`src/rtl/acr_pkg.sv`:
```
// acr_pkg: constants and types of the channel calibration register bank.
// assumes a 16-bit register port and 24-bit converter results.
package acr_pkg;

    // ----------------------------------------------------------------
    // widths
    // ----------------------------------------------------------------
    localparam int ADDR_W = 8;
    localparam int DATA_W = 16;
    localparam int CAL_W = 24;
    localparam int CHANNELS = 2;

    // ----------------------------------------------------------------
    // register offsets
    // ----------------------------------------------------------------
    localparam logic [7:0] CHAN0_INPUT_CONFIG = 8'h09;
    localparam logic [7:0] CHAN0_OFFSET_CORR_HIGH = 8'h0a;
    localparam logic [7:0] CHAN0_OFFSET_CORR_LOW = 8'h0b;
    localparam logic [7:0] CHAN0_GAIN_CORR_HIGH = 8'h0c;
    localparam logic [7:0] CHAN0_GAIN_CORR_LOW = 8'h0d;
    localparam logic [7:0] CHAN1_INPUT_CONFIG = 8'h0e;
    localparam logic [7:0] CHAN1_OFFSET_CORR_HIGH = 8'h0f;
    localparam logic [1:0][7:0] CFG_OFF = {CHAN1_INPUT_CONFIG,
                                           CHAN0_INPUT_CONFIG};

    // ----------------------------------------------------------------
    // reset values and field layout
    // ----------------------------------------------------------------
    localparam logic [15:0] CFG_RST = 16'h0000;
    localparam logic [15:0] OFFSET_HIGH_RST = 16'h0000;
    localparam logic [7:0] OFFSET_LOW_RST = 8'h00;
    localparam logic [15:0] GAIN_HIGH_RST = 16'h8000;
    localparam logic [7:0] GAIN_LOW_RST = 8'h00;
    // bits 5:3 of a config word are read-only zero
    localparam logic [15:0] CFG_WR_MASK = 16'hffc7;
    localparam int SEL_LSB = 0;
    localparam int LOW_FIELD_LSB = 8;

    // ----------------------------------------------------------------
    // types
    // ----------------------------------------------------------------
    typedef enum logic [1:0] {
        SEL_PINS = 2'b00,
        SEL_SHORT = 2'b01,
        SEL_TEST_POS = 2'b10,
        SEL_TEST_NEG = 2'b11
    } acr_sel_t;

    // one-hot switch controls of a channel's analog input network
    typedef struct packed {
        logic pins;
        logic shorted;
        logic test_pos;
        logic test_neg;
    } acr_route_t;

    localparam acr_route_t ROUTE_RST = 4'b1000;

endpackage

```
`src/rtl/acr_corrector.sv`:
```
// acr_corrector: two-stage offset and gain correction of a raw result.
// assumes raw results arrive on ref_clk with a one-cycle valid strobe.
`timescale 1ns/1ps
module acr_corrector import acr_pkg::*; #(
    parameter int W = CAL_W
) (
    input wire logic ref_clk, // system clock
    input wire logic nrst, // async reset, active low
    input wire logic raw_valid, // raw result strobe
    input wire logic [W-1:0] raw, // raw signed result
    input wire logic [W-1:0] offset, // signed offset correction
    input wire logic [W-1:0] gain, // unsigned gain, 1.0 at 2^(W-1)
    output logic out_valid, // corrected result strobe
    output logic [W-1:0] result // corrected signed result
);

    // ----------------------------------------------------------------
    // stage 1: offset removal
    // ----------------------------------------------------------------
    logic signed [W:0] diff;
    logic diff_vld;
    logic [W-1:0] gain_q;
    wire signed [W:0] next_diff = $signed({raw[W-1], raw}) -
                                  $signed({offset[W-1], offset});

    always_ff @(posedge ref_clk or negedge nrst) begin
        if (!nrst) begin
            diff <= '0;
            diff_vld <= 1'b0;
            gain_q <= '0;
        end else begin
            diff_vld <= raw_valid;
            if (raw_valid) begin
                diff <= next_diff;
                gain_q <= gain;
            end
        end
    end

    // ----------------------------------------------------------------
    // stage 2: gain, rescale and saturate
    // ----------------------------------------------------------------
    wire signed [2*W+1:0] prod = diff * $signed({1'b0, gain_q});
    wire signed [W+2:0] scaled = prod[2*W+1:W-1];
    wire fits = (scaled[W+2:W-1] == '0) || (scaled[W+2:W-1] == '1);
    wire [W-1:0] sat_val = scaled[W+2] ? {1'b1, {(W-1){1'b0}}} :
                                         {1'b0, {(W-1){1'b1}}};
    wire [W-1:0] next_result = fits ? scaled[W-1:0] : sat_val;

    always_ff @(posedge ref_clk or negedge nrst) begin
        if (!nrst) begin
            out_valid <= 1'b0;
            result <= '0;
        end else begin
            out_valid <= diff_vld;
            if (diff_vld) begin
                result <= next_result;
            end
        end
    end

endmodule

```
`src/rtl/acr_cal_regs.sv`:
```
// acr_cal_regs: per-channel input selection, channel 0 calibration and channel 1 offset high registers,
// input routing controls and the channel 0 result correction.
// assumes a synchronous register port on ref_clk and converter results
// produced by logic on the same clock.
`timescale 1ns/1ps

module acr_cal_regs import acr_pkg::*; (
    input wire logic ref_clk, // 20 MHz system clock
    input wire logic nrst, // async reset, active low
    input wire logic [ADDR_W-1:0] reg_addr, // register offset
    input wire logic [DATA_W-1:0] reg_wdata, // write data
    input wire logic reg_wr, // write strobe
    input wire logic reg_rd, // read strobe
    output logic [DATA_W-1:0] reg_rdata, // read data, cycle after strobe
    output acr_route_t chan0_route, // channel 0 input switches
    output acr_route_t chan1_route, // channel 1 input switches
    input wire logic conv_valid, // channel 0 raw result strobe
    input wire logic [CAL_W-1:0] conv_result, // channel 0 raw result
    output logic corr_valid, // corrected result strobe
    output logic [CAL_W-1:0] corr_result // corrected result
);

    // ----------------------------------------------------------------
    // storage
    // ----------------------------------------------------------------
    logic [DATA_W-1:0] cfg [CHANNELS];
    logic [DATA_W-1:0] chan0_offset_high_field;
    logic [7:0] chan0_offset_low_field;
    logic [DATA_W-1:0] chan0_gain_high_field;
    logic [7:0] chan0_gain_low_field;
    logic [DATA_W-1:0] chan1_offset_high_field;

    // ----------------------------------------------------------------
    // address decode
    // ----------------------------------------------------------------
    wire hit_off0_hi = (reg_addr == CHAN0_OFFSET_CORR_HIGH);
    wire hit_off0_lo = (reg_addr == CHAN0_OFFSET_CORR_LOW);
    wire hit_gain0_hi = (reg_addr == CHAN0_GAIN_CORR_HIGH);
    wire hit_gain0_lo = (reg_addr == CHAN0_GAIN_CORR_LOW);
    wire hit_off1_hi = (reg_addr == CHAN1_OFFSET_CORR_HIGH);
    wire [CHANNELS-1:0] hit_cfg;

    wire wr_off0_hi = reg_wr && hit_off0_hi;
    wire wr_off0_lo = reg_wr && hit_off0_lo;
    wire wr_gain0_hi = reg_wr && hit_gain0_hi;
    wire wr_gain0_lo = reg_wr && hit_gain0_lo;
    wire wr_off1_hi = reg_wr && hit_off1_hi;

    // ----------------------------------------------------------------
    // per-channel config and input routing
    // ----------------------------------------------------------------
    acr_route_t route [CHANNELS];
    acr_route_t [CHANNELS-1:0] next_route;

    genvar ch;
    generate
        for (ch = 0; ch < CHANNELS; ch++) begin : g_chan
            wire acr_sel_t sel = acr_sel_t'(cfg[ch][SEL_LSB +: 2]);

            assign hit_cfg[ch] = (reg_addr == CFG_OFF[ch]);

            // switch controls follow the stored selector
            assign next_route[ch].pins = (sel == SEL_PINS);
            assign next_route[ch].shorted = (sel == SEL_SHORT);
            assign next_route[ch].test_pos = (sel == SEL_TEST_POS);
            assign next_route[ch].test_neg = (sel == SEL_TEST_NEG);

            always_ff @(posedge ref_clk or negedge nrst) begin
                if (!nrst) begin
                    cfg[ch] <= CFG_RST;
                end else if (reg_wr && hit_cfg[ch]) begin
                    // reserved read-write bits are kept as written
                    cfg[ch] <= reg_wdata & CFG_WR_MASK;
                end
            end

            always_ff @(posedge ref_clk or negedge nrst) begin
                if (!nrst) begin
                    route[ch] <= ROUTE_RST;
                end else begin
                    route[ch] <= next_route[ch];
                end
            end
        end
    endgenerate

    assign chan0_route = route[0];
    assign chan1_route = route[1];

    // ----------------------------------------------------------------
    // channel 0 offset correction
    // ----------------------------------------------------------------
    always_ff @(posedge ref_clk or negedge nrst) begin
        if (!nrst) begin
            chan0_offset_high_field <= OFFSET_HIGH_RST;
        end else if (wr_off0_hi) begin
            chan0_offset_high_field <= reg_wdata;
        end
    end

    always_ff @(posedge ref_clk or negedge nrst) begin
        if (!nrst) begin
            chan0_offset_low_field <= OFFSET_LOW_RST;
        end else if (wr_off0_lo) begin
            // low byte of the word is read-only and not stored
            chan0_offset_low_field <= reg_wdata[LOW_FIELD_LSB +: 8];
        end
    end

    // ----------------------------------------------------------------
    // channel 0 gain correction
    // ----------------------------------------------------------------
    always_ff @(posedge ref_clk or negedge nrst) begin
        if (!nrst) begin
            chan0_gain_high_field <= GAIN_HIGH_RST;
        end else if (wr_gain0_hi) begin
            chan0_gain_high_field <= reg_wdata;
        end
    end

    always_ff @(posedge ref_clk or negedge nrst) begin
        if (!nrst) begin
            chan0_gain_low_field <= GAIN_LOW_RST;
        end else if (wr_gain0_lo) begin
            chan0_gain_low_field <= reg_wdata[LOW_FIELD_LSB +: 8];
        end
    end

    // ----------------------------------------------------------------
    // channel 1 offset correction, upper half
    // ----------------------------------------------------------------
    always_ff @(posedge ref_clk or negedge nrst) begin
        if (!nrst) begin
            chan1_offset_high_field <= OFFSET_HIGH_RST;
        end else if (wr_off1_hi) begin
            chan1_offset_high_field <= reg_wdata;
        end
    end

    // ----------------------------------------------------------------
    // read path
    // ----------------------------------------------------------------
    wire [DATA_W-1:0] rd_cfg0 = cfg[0]; // bits 5:3 never stored
    wire [DATA_W-1:0] rd_cfg1 = cfg[1];
    wire [DATA_W-1:0] rd_off0_lo = {chan0_offset_low_field,
                                    8'h00};
    wire [DATA_W-1:0] rd_gain0_lo = {chan0_gain_low_field,
                                     8'h00};

    logic [DATA_W-1:0] rd_mux;

    always_comb begin
        rd_mux = '0;
        case (reg_addr)
            CHAN0_INPUT_CONFIG: begin
                rd_mux = rd_cfg0;
            end
            CHAN0_OFFSET_CORR_HIGH: begin
                rd_mux = chan0_offset_high_field;
            end
            CHAN0_OFFSET_CORR_LOW: begin
                rd_mux = rd_off0_lo;
            end
            CHAN0_GAIN_CORR_HIGH: begin
                rd_mux = chan0_gain_high_field;
            end
            CHAN0_GAIN_CORR_LOW: begin
                rd_mux = rd_gain0_lo;
            end
            CHAN1_INPUT_CONFIG: begin
                rd_mux = rd_cfg1;
            end
            CHAN1_OFFSET_CORR_HIGH: begin
                rd_mux = chan1_offset_high_field;
            end
            default: begin
                // unmapped offsets read as zero
                rd_mux = '0;
            end
        endcase
    end

    // data stands only in the cycle after the read strobe
    wire [DATA_W-1:0] next_rdata = reg_rd ? rd_mux : '0;

    always_ff @(posedge ref_clk or negedge nrst) begin
        if (!nrst) begin
            reg_rdata <= '0;
        end else begin
            reg_rdata <= next_rdata;
        end
    end

    // ----------------------------------------------------------------
    // channel 0 result correction
    // ----------------------------------------------------------------
    wire [CAL_W-1:0] chan0_offset = {chan0_offset_high_field,
                                     chan0_offset_low_field};
    wire [CAL_W-1:0] chan0_gain = {chan0_gain_high_field,
                                   chan0_gain_low_field};

    acr_corrector #(
        .W(CAL_W)
    ) u_corr (
        .ref_clk(ref_clk),
        .nrst(nrst),
        .raw_valid(conv_valid),
        .raw(conv_result),
        .offset(chan0_offset),
        .gain(chan0_gain),
        .out_valid(corr_valid),
        .result(corr_result)
    );

endmodule

```
`config.mk`:
```
export PLATFORM = sky130hd
export DESIGN_NAME = acr_cal_regs
export DESIGN_NICKNAME = d
export VERILOG_FILES = /design/src/rtl/acr_pkg.sv /design/src/rtl/acr_corrector.sv /design/src/rtl/acr_cal_regs.sv
export SDC_FILE = /design/constraint.sdc
export NUM_CORES = 2
export LEC_CHECK = 0
export BUFFER_PORTS_ARGS = -buffer_cell sky130_fd_sc_hd__buf_2
export CAP_MARGIN = 20
export CORE_MARGIN = 3
export CORE_UTILIZATION = 40
export CTS_CLUSTER_SIZE = 30
export DETAILED_ROUTE_END_ITERATION = 10
export GPL_TIMING_DRIVEN = 0
export MAX_ROUTING_LAYER = met4
export RECOVER_POWER = 25
export SYNTH_ARGS = -nofsm -noshare
export SYNTH_HDL_FRONTEND = slang
export SYNTH_HIERARCHICAL = 1
export SYNTH_SLANG_ARGS = --single-unit
```
`constraint.sdc`:
```
create_clock -name ref_clk -period 15.1 [get_ports ref_clk]
set_input_delay 3.775 -clock ref_clk [delete_from_list [all_inputs] [get_ports ref_clk]]
set_output_delay 3.775 -clock ref_clk [all_outputs]
set_load 0.02 [all_outputs]
```
==> flow_summary.yaml <==
grt:
  grt_first_pass_wirelength_um: 146000
  grtUsageMet3: 0.0316
  grt.overflow.total: 0
  grt_util_met1: 0.310
  grt_use_met2: 0.408
  first_global_vias: 24200
  grt_usage: 0.245
  busiest_layer: "met2"
  grt_start_max_net_pins: 112
  antenna_found_initial: 8
logic_synthesis:
  yosysTopAreaCell: "fa_1"
  synthCells: 3169
  synth.distinct_cells: 85
  ys_async_sr_fraction: 1.00
  avgSynthCellArea_um2: 9.87
  synth_edf_count: 0
  synthesis.area_um2: 31300
  syn-num-nets: 4018
  ys_top_cells_by_area: "fa_1 40%, dfrtp_1 15%, inv_1 9.0%, and2_1 7.6%, ha_1 6.5%"
  yosys.area.top_type_share: 0.405
  ys_ff_latch: 189
  ys_seq_area_frac: 0.151
  yosys_warnings: 6
  ys.flop_type: "dfrtp_1"
power:
  vdd_drop_max_mv: 0.0977
  p_leak_uw: 0.0173
  power_density_nw_per_um2: 86.0
layout:
  ff_latch_area_um2: 4730
  final_common_cell: "inv_1"
  nets: 4137
  drive_gt1_frac: 0.0918
  fin_cells: 4334
  final_cell_mix: "748 x inv_1, 633 x fa_1, 378 x and2_1, 262 x nand2_1, 186 x dfrtp_1"
  syn_to_final_growth_pct: 7.81
  multi_input_area_um2: 23200
  final_core_util: 0.440
  n_fill_cell: 7529
clock_network:
  cts_root_buffer: "clkbuf_16"
  clock_sinks: 189
  htree_levels: 4
  ctsResizeCount: 0
  clkTransAtPathRegs_ns: 0.11
  cts_tree: "yes"
  cts-buffers-inserted: 17
  cts_hold_buf: 0
  clock_path_buffers: 2
  insertion_delay_ns: 0.47
  post-cts-setup-buffers: 0
timing:
  skew_ns: 0.0320
  max_freq_mhz: 105
  period_needed_ns: 9.52
  maxSlewViolCount: 79
  maxSlewHeadroom: -1.85
  rsz0062_at_grt: "no"
  finalSetupTns_ns: 0
  min_period_over_period: 0.630
  hold_viol_final: 0
  tightest_slew_ns: 4.28
  setup_viol: 0
setup_path:
  arrival_ns: 9.85
  path_max_fanout: 10
  crit_top_cell: "fa_1"
  cp.required_ns: 15.43
  slowest_stage: "clkbuf_1"
  cp-end-kind: "flop"
  crit_path_max_incr_delay_ns: 0.74
  worstSetupStartpointType: "flop"
  crit_type: "reg -> reg"
routing:
  drtIter0Drc: 1770
  antenna_left: 0
  vias_per_cell: 5.19
  drt_wl_total_um: 93100
  num_vias: 22500
  drc: 0
  dr.pass1.iters: 6
  wl_per_cell_um: 21.5
floorplan:
  initial_core_util: 0.408
  core-area_um2: 76700
  rows: 101
  fp.dieW_um: 286
  dieArea_um2: 81600
  ioPinCount: 102
  die_y_um: 286
place:
  hpwl_um: 78000
  place_congestion: 0.986
  port-buffer-count: 97
  placedCellCount: 4298
worst_hold_path:
  hp-class: "reg -> reg"
flow_run:
  cap_violations: 1
outcome:
  status: "finished, violations left"
  violations: "max-capacitance violations, max-slew violations"
## synth_stat cells, types with 13 or more instances
cell and count:
nor2_1 50, a211oi_1 20, nor3_1 15, o22ai_1 15, o21a_1 13, mux2_2 125
ha_1 163, xor2_1 16, and2_1 379, a22oi_1 19, inv_1 748, o21ai_0 38
nand2_1 262, nand3_1 24, nor2b_1 16, a21o_1 26, xnor2_1 31, dfrtp_1 186
fa_1 633, a21oi_1 53, clkbuf_1 128
## worst max-delay path, delay by kind of cell, from the launching register on
kind / cells / cell delay, ns
adders and majority gates: 8 / 3.67
AOI/OAI and AO/OA: 4 / 1.52
DFF: 1 / 0.34
and+or+nand+nor: 6 / 1.41
buffers and inverters: 10 / 2.42
## cell families after synthesis
kind of cell | share of synthesized area
xor+xnor | 0.0137
compound gates | 0.0645
flops | 0.151
buf+inv | 0.109
simple gates | 0.139
mux | 0.0521
fa+ha+maj | 0.470
## flip-flops by register name, summed over array words and instances (netlist names), 16 cells and up
signal	cells
chan0_offset_high_field	16
u_corr/diff	25
chan0_gain_high_field	16
reg_rdata	16
u_corr/gain_q	24
chan1_offset_high_field	16
u_corr/result	24
## power breakdown
part           leakage, µW  switching (µW)  total [µW]  internal, µW
clock network     0.000301             265         497           232
registers          0.00244            59.6         608           549
logic               0.0145            1120        1800           672
total               0.0173            1450        2900          1450
## per-stage QoR
step	area [µm²]	power [µW]	worst slack [ns]	hold WS (ns)
after floorplan	31300	1880	7.41	0.387
after global placement	33100	2410	5.67	0.453
after detailed placement	33100	2420	5.56	0.449
after CTS	33700	2930	5.53	0.472
after global routing	33700	3190	5.18	0.492
final	33700	2900	5.58	0.480
## final timing paths
path                                         from                 to  slack (ns)  cells after the start
max in group asynchronous                    nrst      reg_rdata[14]        7.90                      1
worst min-delay path              u_corr/diff_vld   u_corr/out_valid        0.48                      0
worst min register to register    u_corr/diff_vld   u_corr/out_valid        0.48                      0
worst max-delay path            u_corr/gain_q[18]  u_corr/result[16]        5.58                     28
worst max register to register  u_corr/gain_q[18]  u_corr/result[16]        5.58                     28
min in group asynchronous                    nrst         rd_cfg0[6]        4.80                      1
## layer usage
layer / up-vias / routed length [µm]
li1: 9850 / -
met1: 11700 / 37800
met5: - / 0
met2: 724 / 45500
met4: 0 / 3630
met3: 169 / 6190
## layout make-up
type / count / area share
inverters: 748 / 0.0832
flip-flops and latches: 189 / 0.140
clock buffers: 17 / 0.0126
multi-input cells: 2086 / 0.686
clock inverters: 15 / 0.00575
plain buffers: 146 / 0.0178
well taps: 1030 / 0.0382
repair buffers: 100 / 0.0156
diodes: 3 / 0.000223
Note: power is estimated with default switching activity, not from simulation.
